--- config.mk ---
export PLATFORM = sky130hd
export DESIGN_NAME = stall_integrator
export DESIGN_NICKNAME = d
export VERILOG_FILES = /design/src/stall_pkg.sv /design/src/tick_divider.sv /design/src/stall_integrator.sv
export SDC_FILE = /design/constraint.sdc
export NUM_CORES = 1
export LEC_CHECK = 0
export BUFFER_PORTS_ARGS = -buffer_cell sky130_fd_sc_hd__buf_2
export CAP_MARGIN = 10
export CELL_PAD_IN_SITES_DETAIL_PLACEMENT = 0
export CELL_PAD_IN_SITES_GLOBAL_PLACEMENT = 1
export CORE_MARGIN = 4
export CORE_UTILIZATION = 35
export CTS_CLUSTER_SIZE = 40
export DETAILED_ROUTE_END_ITERATION = 16
export PLACE_DENSITY_LB_ADDON = 0.1
export SYNTH_ARGS = -nofsm -noshare
export SYNTH_HDL_FRONTEND = slang
export SYNTH_SLANG_ARGS = --single-unit
--- constraint.sdc ---
create_clock -name pclk -period 4.1 [get_ports pclk]
set_clock_uncertainty 0.15 [all_clocks]
set_input_delay 0.205 -clock pclk [delete_from_list [all_inputs] [get_ports pclk]]
set_output_delay 0.205 -clock pclk [all_outputs]
set_load 0.1 [all_outputs]
--- src/stall_pkg.sv ---
/*
 Package for the stepper stall integrator: register offsets, field
 positions, reset values, prescale figures and the bus carrier types.
 Assumes a 32-bit APB with byte addresses and one word per register.
*/
package stall_pkg;
   localparam logic [11:0] OFF_CTRL = 12'h000;
   localparam logic [11:0] OFF_COUNT_LOAD = 12'h004;
   localparam logic [11:0] OFF_COUNT_NOW = 12'h008;
   localparam logic [11:0] OFF_ACCUM = 12'h00c;
   localparam logic [11:0] OFF_IRQ_STATUS = 12'h010;
   localparam logic [11:0] OFF_IRQ_ENABLE = 12'h014;
   localparam logic [11:0] OFF_IRQ_CLEAR = 12'h018;
   localparam logic [11:0] OFF_STEP = 12'h01c;
   localparam int CTRL_RUN = 0;
   localparam int CTRL_INTEG = 1;
   localparam int CTRL_TAKEOVER = 2;
   localparam int CTRL_PRESCALE = 3;
   localparam int CTRL_POLARITY = 4;
   localparam int CTRL_BLANK = 5;
   localparam int CTRL_STEP_LO = 6;
   localparam int EV_ZERO = 0;
   localparam int EV_HALF = 1;
   localparam int EV_OVERFLOW = 2;
   localparam int EV_BLANK_DONE = 3;
   localparam int NUM_EVENTS = 4;
   localparam logic [7:0] CTRL_RESET = 8'h00;
   localparam logic [15:0] COUNT_RESET = 16'h0000;
   localparam logic [15:0] ACCUM_RESET = 16'h0000;
   localparam logic [3:0] IRQ_RESET = 4'h0;
   localparam int PRESCALE_FAST = 64;
   localparam int PRESCALE_SLOW = 512;
   localparam logic [31:0] PSLVERR_NONE = 32'h00000000;
   typedef struct packed {
      logic psel;
      logic penable;
      logic pwrite;
      logic [11:0] paddr;
      logic [31:0] pwdata;
   } apb_req_t;
   typedef struct packed {
      logic pready;
      logic pslverr;
      logic [31:0] prdata;
   } apb_rsp_t;
   typedef struct packed {
      logic a_plus;
      logic a_minus;
      logic b_plus;
      logic b_minus;
   } coil_t;
endpackage

--- src/tick_divider.sv ---
/*
 Prescaler for the modulus counter: emits a one-cycle tick every 64 or
 every 512 bus clocks, chosen by a select level. Assumes one clock.
*/
module tick_divider #(
   parameter int FAST_DIV = 64,
   parameter int SLOW_DIV = 512
) (
   // Clock and reset.
   input wire logic pclk,
   input wire logic presetn,
   // Control.
   input wire logic slow_sel,
   // Tick out.
   output logic tick
);
   localparam int CW = $clog2(SLOW_DIV);
   logic [CW-1:0] cnt_r;
   logic [CW-1:0] limit;

   initial begin
      if (FAST_DIV < 2 || SLOW_DIV <= FAST_DIV)
         $error("tick_divider: bad divide ratios");
   end

   assign limit = slow_sel ? CW'(SLOW_DIV - 1) : CW'(FAST_DIV - 1);

   always_ff @(posedge pclk or negedge presetn) begin
      if (!presetn) begin
         cnt_r <= '0;
         tick <= 1'b0;
      end else if (cnt_r >= limit) begin
         cnt_r <= '0;
         tick <= 1'b1;
      end else begin
         cnt_r <= cnt_r + 1'b1;
         tick <= 1'b0;
      end
   end
endmodule

--- src/stall_integrator.sv ---
/*
 Stepper stall integrator: APB registers, modulus down-counter,
 blanking, integration with midpoint offset swap, signed accumulator,
 pin takeover and interrupt. Assumes synchronous back-EMF sample pins.
*/
module stall_integrator
   import stall_pkg::*;
#(
   parameter int ACC_W = 16
) (
   // Clock and reset.
   input wire logic pclk,
   input wire logic presetn,
   // APB slave.
   input wire stall_pkg::apb_req_t apb_req,
   output stall_pkg::apb_rsp_t apb_rsp,
   // Back-EMF comparator sample: valid marks a sample, sign is its side.
   input wire logic emf_valid,
   input wire logic emf_negative,
   // Coil pins and shared-pin functions.
   input wire stall_pkg::coil_t other_coil_out,
   output stall_pkg::coil_t coil_out,
   output stall_pkg::coil_t coil_oe_n,
   output logic recirculate,
   output logic takeover,
   output logic offset_swapped,
   // Interrupt.
   output logic irq
);
   import stall_pkg::*;

   typedef enum logic [1:0] {
      ST_IDLE = 2'b00,
      ST_COUNT = 2'b01,
      ST_ZERO = 2'b11
   } cnt_state_t;

   logic [7:0] ctrl_r;
   logic [15:0] load_r;
   logic [15:0] count_r;
   logic [15:0] half_r;
   logic [ACC_W-1:0] acc_r;
   logic [NUM_EVENTS-1:0] status_r;
   logic [NUM_EVENTS-1:0] enable_r;
   logic [NUM_EVENTS-1:0] ev;
   logic [NUM_EVENTS-1:0] status_nxt;
   logic [NUM_EVENTS-1:0] enable_nxt;
   logic [1:0] step_r;
   logic swap_armed_r;
   logic swap_r;
   logic blank_mode_r;
   cnt_state_t state_r;
   logic tick;
   logic wr_en;
   logic rd_en;
   logic load_wr;
   logic ctrl_wr;
   logic clr_wr;
   logic integ_on;
   logic sample_pos;
   logic [ACC_W:0] acc_nxt;
   logic zero_hit;

   initial begin
      if (ACC_W != 16)
         $error("stall_integrator: accumulator width must be 16");
   end

   function automatic logic is_wr(input apb_req_t r,
                                  input logic [11:0] off);
      return r.psel && r.penable && r.pwrite && (r.paddr == off);
   endfunction

   assign wr_en = apb_req.psel && apb_req.penable && apb_req.pwrite;
   assign rd_en = apb_req.psel && !apb_req.penable && !apb_req.pwrite;
   assign ctrl_wr = is_wr(apb_req, OFF_CTRL);
   assign load_wr = is_wr(apb_req, OFF_COUNT_LOAD);
   assign clr_wr = is_wr(apb_req, OFF_IRQ_CLEAR);
   assign integ_on = ctrl_r[CTRL_INTEG];

   tick_divider #(
      .FAST_DIV(PRESCALE_FAST),
      .SLOW_DIV(PRESCALE_SLOW)
   ) u_div (
      .pclk(pclk),
      .presetn(presetn),
      .slow_sel(ctrl_r[CTRL_PRESCALE]),
      .tick(tick)
   );

   // Control, load and enable registers.
   always_ff @(posedge pclk or negedge presetn) begin
      if (!presetn) begin
         ctrl_r <= CTRL_RESET;
         load_r <= COUNT_RESET;
         enable_r <= IRQ_RESET;
         step_r <= 2'h0;
      end else begin
         if (ctrl_wr)
            ctrl_r <= apb_req.pwdata[7:0];
         if (load_wr)
            load_r <= apb_req.pwdata[15:0];
         if (is_wr(apb_req, OFF_IRQ_ENABLE))
            enable_r <= apb_req.pwdata[NUM_EVENTS-1:0];
         if (is_wr(apb_req, OFF_STEP))
            step_r <= apb_req.pwdata[1:0];
      end
   end

   // Counter runs only while the run bit is set; a load restarts it.
   assign zero_hit = (state_r == ST_COUNT) && tick && (count_r == 16'h0001);

   always_ff @(posedge pclk or negedge presetn) begin
      if (!presetn) begin
         state_r <= ST_IDLE;
         count_r <= COUNT_RESET;
         half_r <= COUNT_RESET;
         blank_mode_r <= 1'b0;
      end else if (!ctrl_r[CTRL_RUN]) begin
         state_r <= ST_IDLE;
         count_r <= COUNT_RESET;
      end else if (load_wr) begin
         count_r <= apb_req.pwdata[15:0];
         half_r <= {1'b0, apb_req.pwdata[15:1]};
         blank_mode_r <= ctrl_r[CTRL_BLANK];
         state_r <= (apb_req.pwdata[15:0] == 16'h0000) ? ST_ZERO : ST_COUNT;
      end else begin
         case (state_r)
            ST_COUNT: begin
               if (tick) begin
                  count_r <= count_r - 16'h0001;
                  if (count_r == 16'h0001)
                     state_r <= ST_ZERO;
               end
            end
            ST_ZERO: count_r <= COUNT_RESET;
            default: state_r <= ST_IDLE;
         endcase
      end
   end

   // Swap arms only if integrate comes after run and load.
   always_ff @(posedge pclk or negedge presetn) begin
      if (!presetn) begin
         swap_armed_r <= 1'b0;
         swap_r <= 1'b0;
      end else if (ctrl_wr && apb_req.pwdata[CTRL_INTEG] && !integ_on) begin
         swap_armed_r <= ctrl_r[CTRL_RUN] && (state_r == ST_COUNT);
         swap_r <= 1'b0;
      end else if (!integ_on) begin
         swap_armed_r <= 1'b0;
         swap_r <= 1'b0;
      end else if (swap_armed_r && tick && state_r == ST_COUNT &&
                   count_r == half_r + 16'h0001) begin
         swap_r <= 1'b1;
         swap_armed_r <= 1'b0;
      end
   end

   // Polarity bit and offset swap each invert the sample side.
   assign sample_pos = emf_negative ^ ctrl_r[CTRL_POLARITY] ^ swap_r ^ 1'b1;
   assign acc_nxt = sample_pos ? {acc_r[ACC_W-1], acc_r} + 17'h00001
                               : {acc_r[ACC_W-1], acc_r} - 17'h00001;

   always_ff @(posedge pclk or negedge presetn) begin
      if (!presetn) begin
         acc_r <= ACCUM_RESET;
      end else if (load_wr && apb_req.pwdata[31]) begin
         acc_r <= ACCUM_RESET;
      end else if (integ_on && emf_valid && state_r == ST_COUNT &&
                   acc_nxt[ACC_W] == acc_nxt[ACC_W-1]) begin
         acc_r <= acc_nxt[ACC_W-1:0];
      end
   end

   // Events; a set in the same cycle as a clear wins.
   always_comb begin
      ev = '0;
      ev[EV_ZERO] = zero_hit;
      ev[EV_HALF] = swap_armed_r && tick && state_r == ST_COUNT &&
                    count_r == half_r + 16'h0001;
      ev[EV_OVERFLOW] = integ_on && emf_valid && state_r == ST_COUNT &&
                        acc_nxt[ACC_W] != acc_nxt[ACC_W-1];
      ev[EV_BLANK_DONE] = zero_hit && blank_mode_r;
   end

   // The pin follows next status and next enable together, so a write to
   // the enable register cannot leave the pin one cycle out of step.
   assign status_nxt = (status_r & ~(clr_wr ? apb_req.pwdata[NUM_EVENTS-1:0]
                                            : 4'h0)) | ev;
   assign enable_nxt = is_wr(apb_req, OFF_IRQ_ENABLE) ?
                       apb_req.pwdata[NUM_EVENTS-1:0] : enable_r;

   always_ff @(posedge pclk or negedge presetn) begin
      if (!presetn) begin
         status_r <= IRQ_RESET;
         irq <= 1'b0;
      end else begin
         status_r <= status_nxt;
         irq <= |(status_nxt & enable_nxt);
      end
   end

   // Pins: in takeover the unit drives the coils, coil A released while integrating or blanking, else other functions.
   always_ff @(posedge pclk or negedge presetn) begin
      if (!presetn) begin
         coil_out <= '0;
         coil_oe_n <= '1;
         recirculate <= 1'b0;
         takeover <= 1'b0;
         offset_swapped <= 1'b0;
      end else begin
         takeover <= ctrl_r[CTRL_TAKEOVER];
         offset_swapped <= swap_r;
         recirculate <= ctrl_r[CTRL_TAKEOVER] && blank_mode_r &&
                        state_r == ST_COUNT;
         if (ctrl_r[CTRL_TAKEOVER]) begin
            coil_out <= {step_r[1], ~step_r[1], step_r[0], ~step_r[0]};
            coil_oe_n <= '0;
            if (integ_on || (blank_mode_r && state_r == ST_COUNT))
               coil_oe_n <= {2'b11, 2'b00};
         end else begin
            coil_out <= other_coil_out;
            coil_oe_n <= '0;
         end
      end
   end

   // APB read data is registered in the setup cycle, so reads see the
   // live accumulator without stalling integration.
   always_ff @(posedge pclk or negedge presetn) begin
      if (!presetn) begin
         apb_rsp <= '0;
      end else begin
         apb_rsp.pready <= apb_req.psel && !apb_req.penable;
         apb_rsp.pslverr <= 1'b0;
         if (rd_en) begin
            case (apb_req.paddr)
               OFF_CTRL: apb_rsp.prdata <= {24'h000000, ctrl_r};
               OFF_COUNT_LOAD: apb_rsp.prdata <= {16'h0000, load_r};
               OFF_COUNT_NOW: apb_rsp.prdata <= {16'h0000, count_r};
               OFF_ACCUM: apb_rsp.prdata <= {16'h0000, acc_r};
               OFF_IRQ_STATUS: apb_rsp.prdata <= {28'h0000000, status_r};
               OFF_IRQ_ENABLE: apb_rsp.prdata <= {28'h0000000, enable_r};
               OFF_STEP: apb_rsp.prdata <= {30'h00000000, step_r};
               default: apb_rsp.prdata <= PSLVERR_NONE;
            endcase
         end else if (wr_en) begin
            apb_rsp.prdata <= 32'h00000000;
         end
      end
   end

   AST_ZERO_FLAG: assert property (@(posedge pclk) disable iff (!presetn)
      zero_hit |=> status_r[EV_ZERO])
      else $error("zero event not flagged");
   AST_COUNT_DOWN: assert property (@(posedge pclk) disable iff (!presetn)
      (state_r == ST_COUNT && tick && ctrl_r[CTRL_RUN] && !load_wr)
      |=> count_r == $past(count_r) - 16'h0001)
      else $error("counter did not step down");
   AST_HOLD_ZERO: assert property (@(posedge pclk) disable iff (!presetn)
      (state_r == ST_ZERO && !load_wr) |=> count_r == 16'h0000)
      else $error("counter left zero");
   AST_NO_SWAP: assert property (@(posedge pclk) disable iff (!presetn)
      (ctrl_wr && apb_req.pwdata[CTRL_INTEG] && !integ_on &&
       state_r != ST_COUNT) |=> !swap_armed_r)
      else $error("swap armed out of order");
   AST_SWAP_ONCE: assert property (@(posedge pclk) disable iff (!presetn)
      (swap_r && integ_on) |=> !swap_armed_r)
      else $error("swap rearmed");
   AST_ACC_STEP: assert property (@(posedge pclk) disable iff (!presetn)
      (integ_on && emf_valid && state_r == ST_COUNT && !ev[EV_OVERFLOW] &&
       !load_wr) |=> acc_r != $past(acc_r))
      else $error("accumulator did not move");
   AST_OVF: assert property (@(posedge pclk) disable iff (!presetn)
      ev[EV_OVERFLOW] |=> status_r[EV_OVERFLOW] && acc_r == $past(acc_r))
      else $error("overflow mishandled");
   AST_IRQ: assert property (@(posedge pclk) disable iff (!presetn)
      ##1 irq == |(status_r & enable_r))
      else $error("irq does not match status");
   AST_TAKEOVER: assert property (@(posedge pclk) disable iff (!presetn)
      ctrl_r[CTRL_TAKEOVER] |=> takeover)
      else $error("pins not taken over");
   AST_TICK: assert property (@(posedge pclk) disable iff (!presetn)
      tick |=> !tick [*8])
      else $error("tick too frequent");
   COV_ZERO: cover property (@(posedge pclk) disable iff (!presetn) zero_hit);
   COV_SWAP: cover property (@(posedge pclk) disable iff (!presetn)
      $rose(swap_r));
   COV_OVF: cover property (@(posedge pclk) disable iff (!presetn)
      ev[EV_OVERFLOW]);
   COV_IRQ: cover property (@(posedge pclk) disable iff (!presetn) $rose(irq));
endmodule

=== Word level (Yosys, flattened, before mapping) ===
Cells that the tools add are included.

* Logic and storage cells: 128
* Register bits after elaboration: 141
* Input bits: 55
* Output and inout port bits: 46

* Bitwise logic cells: 8
* Equality and inequality tests: 18
* Mux-type cells: 30
* Order comparisons: 1
* Reduce and logical (&&, ||, !) cells: 38
* Add/subtract/negate cells: 5

{| class="wikitable"
|+ Operators with widths
! kind !! number
|-
| $pmux 16 s7 || 1
|-
| $mux 16 || 5
|-
| $mux 32 || 2
|-
| $eq 12x5->1 const B || 4
|-
| $pmux 16 s2 || 1
|-
| $logic_and 1x1->1 || 26
|-
| $eq 12x4->1 const B || 2
|-
| $mux 4 || 5
|-
| $mux 9 || 2
|-
| $add 16x2->17 const B || 1
|-
| $mux 17 || 1
|-
| $sub 16x2->17 const B || 1
|-
| $add 15x1->16 const B || 1
|-
| $eq 16x1->1 const B || 1
|-
| $eq 16x16->1 || 1
|-
| $logic_not 16->1 || 1
|-
| $sub 16x1->16 const B || 1
|-
| $eq 12x3->1 const B || 1
|-
| $logic_not 12->1 || 1
|-
| $mux 2 || 5
|-
| $add 9x1->9 const B || 1
|-
| $ge 9x9->1 || 1
|-
| $and 4x4->4 || 2
|-
| $mux 1 || 7
|-
| 20 further kinds || 26
|}

=== Longest topological paths before layout ===
Gate-level depths: netlist (run 1).

* Depth after elaboration: 9
* Depth in mapped cells: 11
* Gate-level depth less buffers: 10

=== Cells and area by module ===
From an unflattened synthesis (run 1), not the netlist that was laid out.

* Cell total of the unflattened synthesis: 803
* Area total of the unflattened synthesis: 7334.5 um^2

{| class="wikitable"
|+ By module, submodules not included
! module !! cells an instance !! area each (um^2) !! seq. area each (um^2) !! instances
|-
| stall_integrator || 745 || 6754.0 || 2830.2 || 1
|-
| tick_divider || 58 || 580.6 || 250.2 || 1
|}

=== Worst setup path after synthesis (run 1) ===
No wires, ideal clock.

* Kind: reg2reg
* Start point: register swap_r
* End point: register acc_r[11]
* Path slack: 0.348 ns
* Period minus slack after synthesis: 3.752 ns
* Buffers on the path: 1
* Data required time: 3.818 ns
* Stages on the path, launching flop included: 12
* Library setup time: 0.132 ns
* Arrival time: 3.471 ns
* Cell sequence: dfrtp_1 -> xnor2_1 -> xnor2_1 -> ha_1 -> a211oi_2 -> o21bai_1 -> a32o_2 -> o21ai_4 -> mux2i_4 -> buf_4 -> mux2i_1 -> nor2_1

* Longest elaborated chain between the ends: 5
* Elaborated cells on any way between the ends: 7
* Classes of those cells: eq/ne (1); mux (3); bitwise (1); reduce/logical (2)

{| class="wikitable"
|+ Ends and longest elaborated chain
! item !! RTL line !! text
|-
| start: declaration || stall_integrator.sv:50 || <nowiki>logic swap_r;</nowiki>
|-
| start signal: assignment || stall_integrator.sv:146 || <nowiki>swap_r <= 1'b0;</nowiki>
|-
| start signal: assignment || stall_integrator.sv:149 || <nowiki>swap_r <= 1'b0;</nowiki>
|-
| start signal: assignment || stall_integrator.sv:152 || <nowiki>swap_r <= 1'b0;</nowiki>
|-
| $xor 1x1->1 * || stall_integrator.sv:161 || <nowiki>assign sample_pos = emf_negative ^ ctrl_r[CTRL_POLARITY] ^ swap_r ^ 1'b1;</nowiki>
|-
| $mux 17 * || stall_integrator.sv:162 || <nowiki>assign acc_nxt = sample_pos ? {acc_r[ACC_W-1], acc_r} + 17'h00001</nowiki>
|-
| $eq 1x1->1 || stall_integrator.sv:171 || <nowiki>acc_nxt[ACC_W] == acc_nxt[ACC_W-1]) begin</nowiki>
|-
| $logic_and 1x1->1 || stall_integrator.sv:170 || <nowiki>end else if (integ_on && emf_valid && state_r == ST_COUNT &&</nowiki>
|-
| $reduce_bool 2->1 (no source line) || - ||
|-
| end signal: assignment || stall_integrator.sv:172 || <nowiki>acc_r <= acc_nxt[ACC_W-1:0];</nowiki>
|-
| end: declaration || stall_integrator.sv:42 || <nowiki>logic [ACC_W-1:0] acc_r;</nowiki>
|}

Mark *: on every way between the ends. The rest lies on a longest branch, timed or not. The select of a mux whose other input is x is not followed.
A chain may end at the register's enable or synchronous reset.

=== Final worst setup path (run 1) ===
* Start point: register swap_r
* End point: register acc_r[9]

Same word-level chain as after synthesis.

==> flow_summary_export.csv, run 1 <==
group,metric,value,unit
synthesis,syn_area,7204,sq um
global_route,grt_remaining_overflow,0,
synthesis,syn_avg_cell_area,9.260,sq um
drt,drt_iter0_markers,301,
sta,rsz0062_at_grt,"no",
drt,wl,20740,microns
run_status,status,"completed",
sta,maxSlewViolCount,0,
floorplan,die_w,151.5,microns
sta,hold_violations,0,
clock_tree,ctsHoldBuffers,23,
clock_tree,cts_tree,"built",
drt,drt_first_pass_iters,5,
global_route,use_met2,30.36,%
finish,antenna_cells,0,
clock_tree,post_cts_buffers,0,
sta,fmax,275.5,MHz
clock_tree,cts_made_buffers,17,
finish,post_layout_nonfiller_instances,1150,
drt,viasPerCell,5.245,
clock_tree,clock-root-buffer,"clkbuf_16",
finish,final-seq-area,3080,sq um
setup_path,crit_fanout,18,
synthesis,ys_ff_latch,123,
worst_hold_path,hp-class,"in -> reg",
global_route,grt_pass1_wl,33530,microns
global_route,antenna_found_initial,0,
clock_tree,clock_path_buffers,2,
sta,finalSetupTns,0,ns
synthesis,synth_edf_count,0,
power,powerDensity,340.1,nW/um^2
setup_path,critPathKind,"reg -> reg",
global_route,grtUsageTotal,18.98,%
finish,layout-drive-gt1-share,17.84,%
floorplan,dieArea,22940,sq um
clock_tree,clk_latency,0.42,ns
synthesis,yosysWarnings,0,
global_route,grt_max_degree,73,
sta,setup_viol,0,
sta,slew_headroom,35.23,%
finish,multi_input_area,3846,sq um
floorplan,pin_count,101,
power,ir_worst_vdd,0.2618,mV
placed_design,place_inst,1095,
sta,period_share,88.53,%
drt,routedWlPerCell,18.03,microns
drt,antenna_left,0,
setup_path,startpoint_type,"flop",
floorplan,core,20230,sq um
power,total_leakage_power,0.004184,uW
global_route,met1_usage,26.77,%
clock_tree,cts.htree.levels,4,
synthesis,ys_seq_area_share,42.76,%
synthesis,synthCells,778,
finish,nNetsFinal,945,
clock_tree,path_clk_slew,0.06,ns
placed_design,gp_congestion,0.8233,
synthesis,async_flop_share,100.0,%
setup_path,end_kind,"flop",
clock_tree,post_cts_resized,0,
clock_tree,clock-sinks,123,
global_route,grt_busiest_layer,"met2",
placed_design,postPlaceCellArea,7780,sq um
setup_path,crit_arrival,3.76,ns
finish,n_fill_cell,2009,
power,power.total,2919,uW
synthesis,ys.flop_type,"dfrtp_1",
global_route,grt_pass1_vias,6044,
floorplan,initial_core_util,35.60,%
sta,whs,0.09690,ns
floorplan,rows,52,
placed_design,dp.final_hpwl,15370,microns
sta,fin_crit,3.630,ns
drt,post-route-drc-count,0,
floorplan,die_h,151.5,microns
global_route,use_met3,3.540,%
placed_design,portBuffers,68,
synthesis,yosysUniqueCellTypes,68,
setup_path,cp.required,4.23,ns
drt,num_vias,6032,
finish,syn2layout_area_growth,19.12,%
finish,stdcell_area,8582,sq um
sta,tightest_slew,0.9716,ns
run,drv_cap,0,
## path summary, 6_finish.rpt
path | start | endpoint | slack (ns) | cells after the start
worst min-delay path | emf_valid | acc_r[15] | 0.1 | 4
min in group asynchronous | presetn | coil_out[3] | 0.30 | 2
worst max-delay path | swap_r | acc_r[9] | 0.47 | 12
worst max register to register | swap_r | acc_r[9] | 0.47 | 12
max in group asynchronous | presetn | half_r[4] | 2.49 | 3
worst min register to register | load_r[0] | load_r[0] | 0.32 | 2
## metrics by stage
step | worst slack, ns | utilization, %
6_report | 0.4702 | 42.41
5_1_grt | 0.2277 | 42.41
4_1_cts | 0.4635 | 42.41
3_5_place_dp | 0.4888 | 38.45
3_3_place_gp | 0.5565 | 38.45
2_1_floorplan | 0.3476 | -
## kinds of logic after synthesis
group                      share of synthesized area [%]
and+or+nand+nor                                    20.13
adders and majority gates                          4.099
AOI/OAI and AO/OA                                  14.10
xor gates and xnor gates                           5.106
muxes                                              9.014
buffers and inverters                              4.741
DFF                                                42.76
other                                            0.05205
## routing by layer
metal	wire length, microns	vias to the layer above	part of all wire [%]
li1	-	2913	-
met2	9891	108	48
met3	745	18	3.6
met4	206	0	0.99
met1	9891	2993	48
met5	0	-	0
## where the power goes
group	internal, uW	switching (uW)
combinational	58.7	186
clock	865	590
sequential	1220	1.75
total	2140	777
## cell usage after synthesis (18+ instances only)
cell / count / area share (%)
a21oi_1: 30 / 2.1
buf_4: 20 / 2.1
clkbuf_1: 24 / 1.3
dfrtp_1: 121 / 42
ha_1: 22 / 3.8
inv_1: 18 / 0.94
mux2_2: 21 / 3.3
mux2i_1: 21 / 2.9
nand2_1: 136 / 7.1
nand3_1: 21 / 1.5
nor2_1: 64 / 3.3
o21ai_0: 45 / 3.1
xnor2_1: 25 / 3.0
## worst max-delay path, cell delays in order (launching register included)
cell      delay, ns
dfrtp_1        0.45
xnor2_1        0.28
xnor2_1        0.13
buf_4          0.20
ha_1           0.26
or3_1          0.41
o21bai_1       0.20
a32o_2         0.34
o21ai_4        0.21
mux2i_4        0.24
buf_4          0.31
mux2i_1        0.24
nor2_1         0.06
## layout make-up
| class | count | area share (%) |
|---|---|---|
| Tap cell | 270 | 3.936 |
| Clock buffer | 19 | 5.278 |
| Timing Repair Buffer | 105 | 7.902 |
| Multi-Input combinational cell | 602 | 44.82 |
| Clock inverter | 13 | 1.385 |
| Sequential cell | 123 | 35.89 |
| Inverter | 18 | 0.7873 |
## sequential cells by signal (all words and copies together), names as in the netlist
signal and flops:
status_r 4, ctrl_r 8, coil_out 4, u_div.tick 1
load_r 16, enable_r 4, offset_swapped 1, coil_oe_n 2
half_r 15, takeover 1, irq 1, swap_armed_r 1
step_r 2, state_r 2, blank_mode_r 1, swap_r 1
u_div.cnt_r 9, apb_rsp 17, recirculate 1, count_r 16
acc_r 16
## cell usage in the layout, fill, tap and decap left out, types with 10 or more instances in the layout
master         synthesis  final
mux2i_1               21     21
dfrtp_1              121    121
nor3_1                17     17
nand3_1               21     21
dlygate4sd3_1          0     23
a21oi_1               30     30
a22oi_1               10     10
buf_4                 20     15
ha_1                  22     22
conb_1                 1     18
and3_1                11     11
nand2_1              136    136
buf_2                  3     67
nand4_1               11     11
o21ai_0               45     45
mux2_2                21     21
inv_1                 18     18
xnor2_1               25     25
nor2_1                64     64
clkbuf_16              0     17
a22o_1                10     10
xor2_1                17     17
Power figures use the tool's default switching activity.
==> inputs of run 2 (changes only) <==
ABC_AREA = 1   (was unset)
CTS_CLUSTER_SIZE = unset   (was 40)
==> flow_summary_export.csv, run 2 <==
group,metric,value,unit
run_status,status,"completed",
finish,antenna_cells,0,
setup_path,cp.required,4.25,ns
setup_path,crit_fanout,27,
drt,drt_first_pass_iters,6,
synthesis,synth_top_family_by_area,"simple AND/OR/NAND/NOR gates",
synthesis,synthCells,994,
synthesis,synthMuxAreaShare,0,%
clock_tree,clock-root-buffer,"clkbuf_16",
setup_path,r2r-start,"swap_r",
drt,wl,22200,microns
synthesis,yosysUniqueCellTypes,55,
synthesis,ys_ff_latch,123,
drt,post-route-drc-count,0,
sta,period_share,78.93,%
sta,finalSetupTns,0,ns
finish,n_fill_cell,2267,
synthesis,ys_seq_area_share,40.72,%
sta,maxSlewViolCount,0,
setup_path,r2r_cells,14,
sta,fin_crit,3.236,ns
synthesis,syn_avg_cell_area,7.610,sq um
synthesis,syn_area,7565,sq um
global_route,grt_pass1_vias,6578,
clock_tree,cts_tree,"built",
global_route,grt_max_degree,74,
setup_path,critPathKind,"reg -> reg",
floorplan,initial_core_util,35.76,%
floorplan,die_h,155.0,microns
finish,layout-drive-gt1-share,14.27,%
clock_tree,clk_latency,0.42,ns
clock_tree,cts.htree.levels,4,
drt,viasPerCell,4.811,
synthesis,yosysWarnings,0,
setup_path,r2r_slack,0.86,ns
floorplan,die_w,155.0,microns
sta,rsz0062_at_grt,"no",
floorplan,rows,53,
drt,routedWlPerCell,16.15,microns
floorplan,dieArea,24030,sq um
synthesis,yosys.area_share.simple,25.97,%
synthesis,synth_largest_area_cell,"dfrtp_1",
setup_path,crit-reg2reg-capture,"acc_r[13]",
finish,final_common_cell,"nand2_1",
setup_path,startpoint_type,"flop",
floorplan,pin_count,101,
placed_design,gp_congestion,0.7830,
setup_path,endpoint,"acc_r[13]",
sta,setup_viol,0,
floorplan,core,21150,sq um
drt,num_vias,6615,
synthesis,yosysMostFrequentCell,"nand2_1",
setup_path,crit_arrival,3.38,ns
clock_tree,post_cts_resized,0,
power,total_leakage_power,0.004408,uW
run,drv_cap,0,
drt,antenna_left,0,
synthesis,async_flop_share,100.0,%
finish,largest-register,"apb_rsp",
setup_path,end_kind,"flop",
clock_tree,clock-sinks,123,
synthesis,synth_compound_area_share,14.39,%
placed_design,dp.final_hpwl,16910,microns
synthesis,synth_edf_count,0,
sta,slew_headroom,52.69,%
clock_tree,path_clk_slew,0.06,ns
placed_design,portBuffers,68,
power,ir_worst_vdd,0.2708,mV
finish,postLayoutCoreUtil,41.96,%
sta,tightest_slew,0.7096,ns
finish,largest_register_ffs,17,
setup_path,cp-startpoint,"swap_r",
drt,drt_iter0_markers,343,
global_route,grt_remaining_overflow,0,
clock_tree,clock_path_buffers,2,
sta,hold_violations,0,
power,powerDensity,532.0,nW/um^2
synthesis,ys_top_cells_by_area,"dfrtp_1 (40%), nand2_1 (12%), inv_1 (6.9%)",
synthesis,yosys.area.top_type_share,40.03,%
global_route,antenna_found_initial,0,
synthesis,synth_top_cells_by_count,"nand2_1 (246), inv_1 (140), dfrtp_1 (121), nor2_1 (93), o21ai_0 (85)",
finish,syn2layout_area_growth,17.33,%
synthesis,ys.flop_type,"dfrtp_1",
global_route,grt_pass1_wl,35980,microns
finish,final_cell_mix,"nand2_1 (246), inv_1 (140), dfrtp_1 (121)",
sta,fmax,309.0,MHz
finish,nNetsFinal,1165,
worst_hold_path,hp-class,"in -> reg",
global_route,grtUsageTotal,19.07,%
synthesis,synth-xor-area-share,4.251,%
clock_tree,cts_made_buffers,17,
synthesis,synthAdderAreaFrac,3.903,%
run 2: changes by cell type in the layout (fill, tap and decap cells not counted), sizes merged, moves of 9 or more:
cell   previous run  this run
a22o             10         1
a22oi            10         1
and3             11         0
buf              82        73
inv              19       145
mux2             21         0
mux2i            22         0
nand2           136       257
nand3            21        66
nor2             65       102
o21ai            48       104
xnor2            25        14
run 2: critical path, cell delays in order (launching register included):
cell and delay, ns:
dfrtp_1 0.44, xnor2_1 0.16, xor2_1 0.15, inv_1 0.46, ha_1 0.39, nand3_1 0.10, nand3_1 0.13, nand2_1 0.09
nand2_1 0.16, a21oi_2 0.24, nand2_2 0.10, nand3_4 0.15, nand2_8 0.17, nor2_1 0.16, a21oi_2 0.04
run 2: layer usage:
layer | vias to the layer above | GRT usage [%] | share of wire [%]
li1 | 3370 | - | -
met1 | 3083 | 26.97 | 49
met2 | 146 | 30.83 | 46
met3 | 16 | 2.976 | 4.1
met4 | 0 | 4.458 | 0.82
met5 | - | 0 | 0
run 2: cell families after synthesis:
group | after synthesis
AOI/OAI and AO/OA | 178
xor gates and xnor gates | 35
adders and majority gates | 23
buffers and inverters | 184
DFF | 123
other | 1
and+or+nand+nor | 450
run 2: final cells by class:
cell class                 instances  area [sq um]  area share, %
clock buffer                      19         432.9          4.877
clock inverter                    13         122.6          1.381
inverter                         145         544.3          6.132
multi-input combinational        704          3737          42.11
sequential                       123          3080          34.71
tap                              275         344.1          3.877
timing repair buffer              96         614.3          6.921
run 2: report_power, final:
| group | internal [uW] | switching [uW] |
|---|---|---|
| registers | 1360 | 142 |
| logic | 614 | 1160 |
| clock network | 835 | 601 |
run 2: what timing repair did:
action,in CTS,in global routing
hold buffers,23,0
endpoints found under the hold margin,105,0
setup buffers,0,0
run 2: how the worst min path moves through the flow:
stage,from,end,slack [ns],cells after the start
after floorplan,presetn,acc_r[0],-0.24,0
after detailed placement,presetn,acc_r[14],0.12,1
after CTS,emf_valid,status_r[2],0.14,5
after global routing,emf_valid,status_r[2],0.16,5
final,emf_valid,status_r[2],0.16,5
after global placement,presetn,acc_r[14],0.11,1
run 2: per-stage QoR:
stage	hold slack [ns]	cell area [sq um]	power [uW]	worst slack (ns)	cells
after floorplan	-0.2406	7629	2945	1.403	1011
after global routing	0.1620	8876	5079	0.4932	1375
final	0.1584	8876	4722	0.8641	1375
after global placement	0.1144	8090	3304	0.8407	1320
after detailed placement	0.1202	8090	3296	0.8179	1320
after CTS	0.1386	8876	4773	0.8058	1375
